File: src/hw/adc_port_pkg.sv
package adc_port_pkg;

  // Result word
  localparam int          ResultWidth   = 12;
  localparam logic [11:0] ResultReset   = 12'h000;
  localparam logic [11:0] CodePosFull   = 12'h7FF;
  localparam logic [11:0] CodeMid       = 12'h000;
  localparam logic [11:0] CodeNegFull   = 12'h800;

  // Clock and timing figures
  localparam int ClockPeriodNs  = 10;
  localparam int BusyDelayNs    = 65;    // Longest busy fall delay
  localparam int ConvTimeNs     = 8000;  // Longest busy low time
  localparam int ResultSetupNs  = 50;    // Least data valid before busy rise
  localparam int PrevValidNs    = 16000; // Previous result kept after start

  // Cycle counts: longest times round down, least times round up
  localparam int BusyDelayCycles  = (BusyDelayNs / ClockPeriodNs) < 1 ? 1 :
                                    BusyDelayNs / ClockPeriodNs;
  localparam int ConvCycles       = ConvTimeNs / ClockPeriodNs;
  localparam int ResultSetupCycles = (ResultSetupNs + ClockPeriodNs - 1) / ClockPeriodNs;
  localparam int PrevValidCycles  = PrevValidNs / ClockPeriodNs;

  localparam int CountWidth = 11;

  typedef enum logic [1:0] {
    Idle,
    Converting,
    Settling
  } conv_state_e;

endpackage

File: src/hw/sar_adc_convert_read_port.sv
`timescale 1ns/1ns
// Behaviour
// - Previous result stays readable until the new one reaches the bus, just under 8 us after a conversion starts.
// - With chip select tied low, convert/read line alone converts and reads.
// - New result is on the bus within 8 us of the convert edge.
// - Busy rises at least 50 ns after the new result is valid.
// - Busy falls within 65 ns of convert, stays low at most 8 us.
// - Convert commands are ignored while busy is low.
// - Bus driven only with convert/read high and chip select low.
// - Results are 12-bit two's complement, 7FF to 800.
module sar_adc_convert_read_port
#(
  parameter int ConvCyclesP = adc_port_pkg::ConvCycles
)(
  // Clock and reset
  input  wire logic                                clock,
  input  wire logic                                reset,
  // Host control pins
  input  wire logic                                readNotConvert,
  input  wire logic                                chipSelectN,
  // Sample from the converter core, two's complement
  input  wire logic [adc_port_pkg::ResultWidth-1:0] sampleCode,
  // Status and data bus
  output logic                                     busyN,
  output logic [adc_port_pkg::ResultWidth-1:0]     dataOut,
  output logic                                     dataOutEnableN
);
  import adc_port_pkg::*;

  // Timing budget, counted from the edge at which busy falls (E):
  //   E + 1 .. E + T + 1  converting, T = ConvCyclesP - setup - 2
  //   E + T + 1           internal result register loads
  //   E + T + 2           result reaches the output register
  //   E + ConvCyclesP     busy returns high, setup cycles later
  // So busy is low for exactly ConvCyclesP cycles and the word on
  // the bus is settled for the full setup margin before busy rises.
  // The margin is counted from the output register, not from the
  // internal one, because the host sees only the output register.
  //
  // Pin to busy latency is three synchroniser stages plus the
  // agree stage plus one register, about five cycles in all.
  // That stays inside the 65 ns budget at a 10 ns clock; a slower
  // clock would break it, which is a limitation of this scheme.

  // Pin synchronisers, three stages each
  logic [2:0] rncSync_q;
  logic [2:0] rncSync_d;
  logic [2:0] csSync_q;
  logic [2:0] csSync_d;
  logic       rncStable_q;
  logic       rncStable_d;
  logic       csStable_q;
  logic       csStable_d;

  // Conversion state
  conv_state_e           state_q;
  conv_state_e           state_d;
  logic [CountWidth-1:0] count_q;
  logic [CountWidth-1:0] count_d;
  logic [ResultWidth-1:0] result_q;
  logic [ResultWidth-1:0] result_d;
  logic [ResultWidth-1:0] sampleHold_q;
  logic [ResultWidth-1:0] sampleHold_d;
  logic                  busyN_q;
  logic                  busyN_d;
  logic                  armed_q;
  logic                  armed_d;

  // Bus output state
  logic [ResultWidth-1:0] dataOut_q;
  logic [ResultWidth-1:0] dataOut_d;
  logic                  oeN_q;
  logic                  oeN_d;

  logic convertCmd;

  // Change counts only when second and third stages agree.
  // The agree stage filters a single-cycle glitch on a pin, which
  // costs one cycle of latency but keeps a runt pulse from
  // starting a conversion that the host never asked for.
  always_comb
  begin
    rncSync_d   = {rncSync_q[1:0], readNotConvert};
    csSync_d    = {csSync_q[1:0], chipSelectN};
    rncStable_d = (rncSync_q[2] == rncSync_q[1]) ? rncSync_q[2] : rncStable_q;
    csStable_d  = (csSync_q[2] == csSync_q[1]) ? csSync_q[2] : csStable_q;
  end

  always_ff @(posedge clock)
  begin
    if (reset)
    begin
      rncSync_q   <= 3'h7;
      csSync_q    <= 3'h7;
      rncStable_q <= 1'b1;
      csStable_q  <= 1'b1;
    end
    else
    begin
      rncSync_q   <= rncSync_d;
      csSync_q    <= csSync_d;
      rncStable_q <= rncStable_d;
      csStable_q  <= csStable_d;
    end
  end

  // Inputs are OR'd and level triggered; chip select tied low works too
  assign convertCmd = ~rncStable_q & ~csStable_q;

  // Conversion sequencer
  // Level triggered, so a held command re-arms only after release,
  // which stops a long convert pulse starting back-to-back conversions.
  always_comb
  begin
    state_d      = state_q;
    count_d      = count_q;
    result_d     = result_q;
    sampleHold_d = sampleHold_q;
    busyN_d      = busyN_q;
    armed_d      = armed_q | ~convertCmd;
    unique case (state_q)
      Idle:
      begin
        if (convertCmd && armed_q)
        begin
          // Busy falls the cycle after the command is seen
          busyN_d      = 1'b0;
          sampleHold_d = sampleCode; // Hold the sample at the start
          armed_d      = 1'b0;
          count_d      = '0;
          state_d      = Converting;
        end
      end
      Converting:
      begin
        // Commands during busy low are ignored
        armed_d = 1'b0;
        count_d = count_q + 1'b1;
        if (count_q == CountWidth'(ConvCyclesP - ResultSetupCycles - 2))
        begin
          // Result kept as two's complement word
          result_d = sampleHold_q;
          count_d  = '0;
          state_d  = Settling;
        end
      end
      Settling:
      begin
        armed_d = 1'b0;
        count_d = count_q + 1'b1;
        // Counts 0 .. setup, so the output register holds the new
        // word for the whole setup margin before busy rises
        if (count_q == CountWidth'(ResultSetupCycles))
        begin
          // Busy rises only after the data setup margin
          busyN_d = 1'b1;
          state_d = Idle;
        end
      end
    endcase
  end

  always_ff @(posedge clock)
  begin
    if (reset)
    begin
      state_q      <= Idle;
      count_q      <= '0;
      result_q     <= ResultReset;
      sampleHold_q <= ResultReset;
      busyN_q      <= 1'b1;
      armed_q      <= 1'b0;
    end
    else
    begin
      state_q      <= state_d;
      count_q      <= count_d;
      result_q     <= result_d;
      sampleHold_q <= sampleHold_d;
      busyN_q      <= busyN_d;
      armed_q      <= armed_d;
    end
  end

  // Output bus: previous result stays on the bus until the new
  // word reaches it at E + T + 2, well inside the 16 us window
  // The bus word is registered even while the enable is off, so a
  // read that begins mid conversion sees a settled word at once.
  // The enable follows the synchronised pins, so it lags the pins
  // by the same few cycles as the convert path does.
  always_comb
  begin
    oeN_d     = ~(rncStable_q & ~csStable_q);
    dataOut_d = result_q;
  end

  always_ff @(posedge clock)
  begin
    if (reset)
    begin
      oeN_q     <= 1'b1;
      dataOut_q <= ResultReset;
    end
    else
    begin
      oeN_q     <= oeN_d;
      dataOut_q <= dataOut_d;
    end
  end

  assign busyN          = busyN_q;
  assign dataOut        = dataOut_q;
  assign dataOutEnableN = oeN_q;

endmodule

File: config.mk
export PLATFORM = sky130hd
export DESIGN_NAME = sar_adc_convert_read_port
export DESIGN_NICKNAME = d
export VERILOG_FILES = /design/src/hw/adc_port_pkg.sv /design/src/hw/sar_adc_convert_read_port.sv
export SDC_FILE = /design/constraint.sdc
export NUM_CORES = 1
export LEC_CHECK = 0
export ABC_AREA = 0
export BUFFER_PORTS_ARGS = -buffer_cell sky130_fd_sc_hd__buf_4
export CELL_PAD_IN_SITES_DETAIL_PLACEMENT = 1
export CELL_PAD_IN_SITES_GLOBAL_PLACEMENT = 1
export CORE_MARGIN = 2
export CORE_UTILIZATION = 43
export DETAILED_ROUTE_END_ITERATION = 10
export PLACE_DENSITY_LB_ADDON = 0.1
export RECOVER_POWER = 25
export SETUP_SLACK_MARGIN = 0.2
export SLEW_MARGIN = 20
export SYNTH_ARGS = -nofsm -noshare
export SYNTH_HDL_FRONTEND = slang
export SYNTH_SLANG_ARGS = --single-unit
File: constraint.sdc
create_clock -name clock -period 2.6 [get_ports clock]
set_clock_uncertainty 0.1 [all_clocks]
set_input_delay 0.13 -clock clock [delete_from_list [all_inputs] [get_ports clock]]
set_output_delay 0.13 -clock clock [all_outputs]
set_load 0.01 [all_outputs]
## Yosys cells after proc, flatten, opt, wreduce, memory -nomap -nowiden

Index checks and enable logic that the tools add are counted.

| storage, ports and cells | value |
|---|---|
| register bits | 60 |

| cells by class | value |
|---|---|
| add/subtract/negate cells | 1 |
| equal/unequal tests | 9 |
| multiplexer cells | 12 |
| bitwise logic cells | 7 |
| reduce and logical (&&, ||, !) cells | 8 |

Operator list:

| kind | count |
|---|---|
| $pmux 11 s3 | 1 |
| $mux 11 | 2 |
| $add 11x1->11 const B | 1 |
| $eq 11x10->1 const B | 1 |
| $eq 11x3->1 const B | 1 |
| $mux 2 | 3 |
| $ne 2x2->1 const B | 3 |
| $pmux 2 s3 | 1 |
| $reduce_and 3->1 | 2 |
| $not 1->1 | 4 |
| $pmux 1 s2 | 2 |
| $reduce_and 2->1 | 2 |
| $mux 1 | 3 |
| $and 1x1->1 | 2 |
| $eq 1x1->1 | 2 |
| $eq 2x1->1 const B | 1 |
| $eq 2x2->1 const B | 1 |
| $logic_not 2->1 | 1 |
| $reduce_bool 2->1 | 1 |
| $reduce_or 2->1 | 1 |
| $logic_and 1x1->1 | 1 |
| $or 1x1->1 | 1 |

## Logic depth before layout (Yosys ltp)

Gate-level depths: netlist (run 1).

| logic depth | value |
|---|---|
| word-level depth | 6 |
| mapped depth | 7 |
| depth with buffers taken out | 6 |

## Least setup slack after synthesis (run 1)

Ideal clock, no wire load.

| timing path | value |
|---|---|
| kind | reg-to-reg |
| start | register count_q[0] |
| end | register result_q[10], in the netlist dataOut_d[10] |
| setup time | 132 ps |
| data arrival time | 1,822 ps |
| required time | 2,368 ps |
| setup slack | 545 ps |
| cell stages (with the launch flop) | 7 |
| period minus slack after synthesis | 2,055 ps |
| cell sequence | dfxtp_1 -> ha_1 -> or4b_4 -> or4_4 -> buf_6 -> o21ai_1 -> a21oi_1 |

| between the ends | value |
|---|---|
| longest elaborated chain between the ends | 2 |

RTL lines:

| item | line | source |
|---|---|---|
| start: declaration | sar_adc_convert_read_port.sv:58 | `logic [CountWidth-1:0] count_q;` |
| start signal: assignment | sar_adc_convert_read_port.sv:177 | `count_q <= count_d;` |
| $eq 11x10->1 | sar_adc_convert_read_port.sv:139 | `if (count_q == CountWidth'(ConvCyclesP - ResultSetupCycles - 2))` |
| $reduce_and 2->1 (no line) | - |  |
| end signal: assignment | sar_adc_convert_read_port.sv:169 | `result_q <= ResultReset;` |
| end signal: assignment | sar_adc_convert_read_port.sv:178 | `result_q <= result_d;` |
| end: declaration | sar_adc_convert_read_port.sv:60 | `logic [ResultWidth-1:0] result_q;` |

Every way passes these cells.
A chain may end at the register's enable or synchronous reset.

## Worst setup path after layout (run 1)

| timing path | value |
|---|---|
| start | register count_q[0] |
| end | register count_q[7] |

| between the ends | value |
|---|---|
| longest elaborated chain between the ends | 3 |

RTL lines:

| item | line | source |
|---|---|---|
| $add 11x1->11 or $eq 11x10->1 (tied branches) | sar_adc_convert_read_port.sv:138, sar_adc_convert_read_port.sv:150, sar_adc_convert_read_port.sv:139 |  |
| $mux 11 | sar_adc_convert_read_port.sv:139 |  |
| $pmux 11 s3 * | sar_adc_convert_read_port.sv:121 | `unique case (state_q)` |

Mark *: on every way between the ends. The rest lies on a longest branch, timed or not.

==> results of run 1 <==
==> registers in the layout, summed over array words and instances (netlist names) <==
signal          cells
rncSync_q           3
armed_q             1
sampleHold_q       12
state_q             2
count_q            11
dataOut            12
dataOutEnableN      1
busyN               1
csStable_q          1
dataOut_d          12
rncStable_q         1
csSync_q            3
==> worst max-delay path: cells and delay by family (launching register included) <==
family | cells | cell delay [ps]
simple gates | 1 | 510
fa+ha+maj | 1 | 160
compound gates | 3 | 930
flops | 1 | 420
==> placed cells by master, fill, tap and decap left out, types with 2 or more instances in the layout <==
cell	n
a211oi_1	2
nor4_1	2
buf_4	32
nand3_1	13
dlygate4sd3_1	14
or4_1	2
clkinvlp_4	2
clkbuf_8	9
or2_2	3
nand4_1	3
o21ai_1	12
or2_1	3
o21ai_0	7
nor2_1	9
nand2_1	31
xnor2_1	2
inv_1	7
dfxtp_1	60
o31ai_1	2
a21oi_1	34
xor2_1	2
nor2b_1	12
or3_1	4
o41ai_2	2
ha_1	5
bufinv_16	3
o2111ai_1	2
==> area by class of cell <==
cell class / instances / area (um2)
fillers: 604 / 2170
flip-flops and latches: 60 / 1200
multi-input cells: 165 / 966
repair buffers: 46 / 380
clock buffers: 9 / 124
clock inverters: 7 / 123
well taps: 70 / 87.6
inverters: 7 / 26.3
==> repair_timing <==
| action | CTS | global route |
|---|---|---|
| hold endpoints to repair | 14 | 0 |
| hold buffers | 14 | 0 |
| endpoints found under the setup margin | 0 | 0 |
==> power breakdown <==
| group | switching, mW | internal [mW] | total, mW | leakage (nW) |
|---|---|---|---|---|
| Clock | 0.399 | 0.641 | 1.04 | 0.116 |
| Sequential | 0.00952 | 0.930 | 0.940 | 0.485 |
| Combinational | 0.0733 | 0.0567 | 0.130 | 0.445 |
==> how the worst min path moves through the flow <==
stage / from / endpoint / slack, ps / depth (start not counted)
final: reset / dataOut[4] / 130 / 2
after global routing: reset / dataOut[8] / 150 / 2
after CTS: reset / dataOut[4] / 120 / 2
after detailed placement: readNotConvert / rncSync_q[0] / 230 / 2
after global placement: chipSelectN / csSync_q[0] / 210 / 2
after floorplan: chipSelectN / csSync_q[0] / 130 / 1
==> logic make-up (layout without fill, tap and decap cells) <==
logic type / after synthesis / after routing / share of synthesized area [%]
AND/OR/NAND/NOR: 90 / 90 / 21.4
AO/OA/AOI/OAI: 66 / 66 / 17.2
flip-flops: 60 / 60 / 53.3
buffers and inverters: 20 / 69 / 3.78
adder cells (fa/ha/maj): 5 / 5 / 2.78
XOR/XNOR: 4 / 4 / 1.56
==> per-layer routing <==
layer	global-route usage (%)	part of all wire [%]	wire [um]	up-vias
met5	0	0	0	-
met4	10.5	1.8	98	0
met3	4.38	2.1	113	10
met2	32.7	49	2640	25
met1	25.5	47	2510	909
li1	-	-	-	944
==> through the flow <==
step           hold WS (ps)  util, %  instances
2_1_floorplan           134        -        245
3_5_place_dp            226     49.7        334
6_report                134     57.3        364
3_3_place_gp            214     49.7        334
4_1_cts                 123     57.3        364
5_1_grt                 149     57.3        364
==> flow_summary.ini, run 1 <==
[synth]
yosys.area.top_type_share_pct = 53.3
synth-seq-area-share_pct = 53.3
netlist_area_um2 = 2250
synthTopCellsByCount = dfxtp_1, a21oi_1, nand2_1
synth_edf_count = 0
syn_nets = 266
syn_avg_cell_area_um2 = 9.19
synth_ff_type = dfxtp_1
synth_top_cell_by_area = dfxtp_1
ys_seq_elements = 60
synthArstFlopShare_pct = 0
yosysMostFrequentCell = dfxtp_1
ys_warn_count = 0
synthDistinctLibCells = 38
syn_inst = 245
synth_area_leaders = dfxtp_1, a21oi_1, nand2_1, nor2b_1, nand3_1

[hold_path]
hold_path_class = primary input to flop

[place]
gp_congestion = 0.790
numPortBuffers = 29
place_area_um2 = 2520
post-place-ws_ps = 373
dp_hpwl_mm = 3.27

[critical_path]
r2r_start = count_q[0]
startpoint = count_q[0]
crit_path_max_fanout = 11
critPathRequiredTime_ps = 2700
r2r_end = count_q[7]
crit_path_start_kind = flop
criticalPathCategory = flop to flop
cp_slowest_cell = or4b_4
reg2reg_slack_ps = 350
cp_data_arrival_time_ps = 2350
worst_setup_path_end_kind = flop
max_stage_delay_ps = 510
endpoint = count_q[7]
ff2ff_path_depth = 5
worstPathCellList = ha_1, or4b_4, o41ai_2, a211o_1, a21oi_1

[global_route]
grt_pass1_vias = 1930
antenna_found_initial = 0
grt-ovfl-total = 0
grt_pass1_wl_mm = 9.31
grt_max_degree = 49
grtUsageTotal_pct = 20.2

[cts]
clock-root-buffer = clkbuf_8
cts_max_path_buffers = 2
numCtsBuffers = 9
postCtsSetupRepairBufs = 0
cts.sinks = 60
cts_tree = built
htreeDepth = 3
insertion_delay_ps = 330
clkTransAtPathRegs_ps = 70
post_cts_resized = 0

[route]
wl_per_cell_um = 14.7
drt_iter0_drc = 61
wl_mm = 5.36
vias_per_cell = 5.19
dr.pass1.iters = 4
route.detailed.drc = 0
ant_nets = 0
vias = 1888

[floorplan]
dieArea_um2 = 5830
io_pins = 30
coreArea_um2 = 5070
die_h_um = 76.4
fp.dieW_um = 76.4
rows = 26
start_util_pct = 44.4

[sta]
fmax_mhz = 444
setup_slack_ps = 349
rsz0062_at_grt = no
min_period_ps = 2250
period_share_pct = 86.6
slew_violations = 0
hold_viol = 0
worstMarginPinSlew_ps = 567
fin_setup_tns_ps = 0
finalSetupViolations = 0
slew-limit-headroom_pct = 62.1

[layout]
layout-drive-gt1-share_pct = 19.4
final_area_um2 = 2910
n_antenna_cell = 0
synthToLayoutAreaGrowth_pct = 29.1
fin_nets = 310

[pwr]
powerDensity_nw_per_um2 = 726
total_power_mw = 2.11
peakVddDrop_mv = 0.488
p_leak_nw = 1.05

[run_status]
outcome = finished, final reports clean

[run]
drv_cap = 0
Note: power is estimated with default switching activity, not from simulation.
==> run 2: changes to the inputs <==
--- a/config.mk
+++ b/config.mk
@@ -12,7 +12,7 @@
 export CORE_MARGIN = 2
 export CORE_UTILIZATION = 43
 export DETAILED_ROUTE_END_ITERATION = 10
-export PLACE_DENSITY_LB_ADDON = 0.1
+export PLACE_DENSITY = 0.76
 export RECOVER_POWER = 25
 export SETUP_SLACK_MARGIN = 0.2
 export SLEW_MARGIN = 20
==> run 2 against run 1 <==
  * Routed wire length decreased by 2.9%
  * Sequential power about the same
  * Maximum frequency increased by 1.4%
  * Critical endpoint is now count_q[9]
  * Die area unchanged
  * Critical path depth unchanged
  * Largest cell class unchanged
  * First-iteration DRC count increased by 1.6%
  * Via count decreased by 0.21%
  * Sequential cell count unchanged
  * Combinational power about the same
  * Cell area decreased by 1.5%
  * Global-route usage decreased by 0.55 points
  * Core utilization decreased by 0.86 points
==> flow_summary.ini, run 2 (synthesized netlist as in run 1, its figures left out) <==
[floorplan]
dieArea_um2 = 5830
start_util_pct = 44.4
rows = 26
io_pins = 30
die_h_um = 76.4
fp.dieW_um = 76.4
coreArea_um2 = 5070

[route]
dr.pass1.iters = 4
vias = 1884
ant_nets = 0
route.detailed.drc = 0
wl_mm = 5.21
drt_iter0_drc = 62
vias_per_cell = 5.19
wl_per_cell_um = 14.3

[pwr]
p_leak_nw = 1.03
powerDensity_nw_per_um2 = 670
peakVddDrop_mv = 0.367
total_power_mw = 1.92

[global_route]
grt_pass1_vias = 1982
grt_pass1_wl_mm = 9.22
grtUsageTotal_pct = 19.7
grt-ovfl-total = 0
grt_max_degree = 49
antenna_found_initial = 0

[cts]
cts_max_path_buffers = 2
cts.sinks = 60
clkTransAtPathRegs_ps = 60
htreeDepth = 3
postCtsSetupRepairBufs = 0
clock-root-buffer = clkbuf_8
cts_tree = built
numCtsBuffers = 9
insertion_delay_ps = 320

[sta]
slew_violations = 0
fmax_mhz = 450
period_share_pct = 85.4
slew-limit-headroom_pct = 61.5
rsz0062_at_grt = no
min_period_ps = 2220
fin_setup_tns_ps = 0
setup_slack_ps = 380
holdWs_ps = 154
worstMarginPinSlew_ps = 577
finalSetupViolations = 0
hold_viol = 0

[layout]
layout_common_cells = dfxtp_1, a21oi_1, buf_4, nand2_1, dlygate4sd3_1
synthToLayoutAreaGrowth_pct = 27.2
final_area_um2 = 2860
layout-drive-gt1-share_pct = 18.4
stdcell_count = 363
fin_nets = 310
final_core_util_pct = 56.4
n_antenna_cell = 0
final_common_cell = dfxtp_1

[place]
place_area_um2 = 2520
numPortBuffers = 29
dp_hpwl_mm = 3.23
dpl.cell_count = 334
gp_congestion = 0.730
post-place-ws_ps = 407

[critical_path]
crit_path_max_fanout = 11
critPathRequiredTime_ps = 2690
cp_data_arrival_time_ps = 2310
crit_path_start_kind = flop
worst_setup_path_end_kind = flop
criticalPathCategory = flop to flop

[run]
drv_cap = 0

[run_status]
outcome = finished, final reports clean

[hold_path]
hold_path_class = primary input to flop
-- run 2: cell count changes in the layout (fill, tap and decap cells not counted), sizes merged --
| cell | previous run | this run |
|---|---|---|
| clkinv | 1 | 0 |
| inv | 8 | 7 |
| clkbuf | 9 | 14 |
| bufinv | 3 | 1 |
| clkinvlp | 2 | 0 |
-- run 2: what timing repair did --
item | 4_1_cts | 5_1_grt
hold buffers | 14 | 0
gates resized for setup | 0 | 0
endpoints found under the hold margin | 14 | 0
endpoints found under the setup margin | 0 | 0
-- run 2: final cells by class --
type | count | area (um2)
fill | 605 | 2210
sequential | 60 | 1200
multi-input combinational | 165 | 966
timing repair buffer | 46 | 380
clock buffer | 14 | 173
tap | 70 | 87.6
clock inverter | 1 | 30.0
inverter | 7 | 26.3
-- run 2: metal layers --
layer	track usage, %	vias up	part of all wire (%)
met4	10.0	0	2.0
li1	-	942	-
met1	25.3	898	48
met2	31.0	34	47
met5	0	-	0
met3	4.74	10	3.0
-- run 2: path summary, 6_finish.rpt --
check,from,cells past startpoint,end,slack (ps)
worst max-delay path,count_q[0],5,count_q[9],380
worst min-delay path,reset,2,dataOut[0],150
worst max register to register,count_q[0],5,count_q[9],380
worst min register to register,csSync_q[0],1,csSync_q[1],300
-- run 2: worst max-delay path, cell delays in order (launching register included) --
cell and delay, ps:
dfxtp_1 420, ha_1 180, or4b_4 510, o41ai_2 370, a211o_1 430, a21oi_1 90
-- run 2: where the power goes --
group          internal, mW  switching, mW
registers             0.931        0.00945
clock network         0.517          0.331
logic                0.0571         0.0729
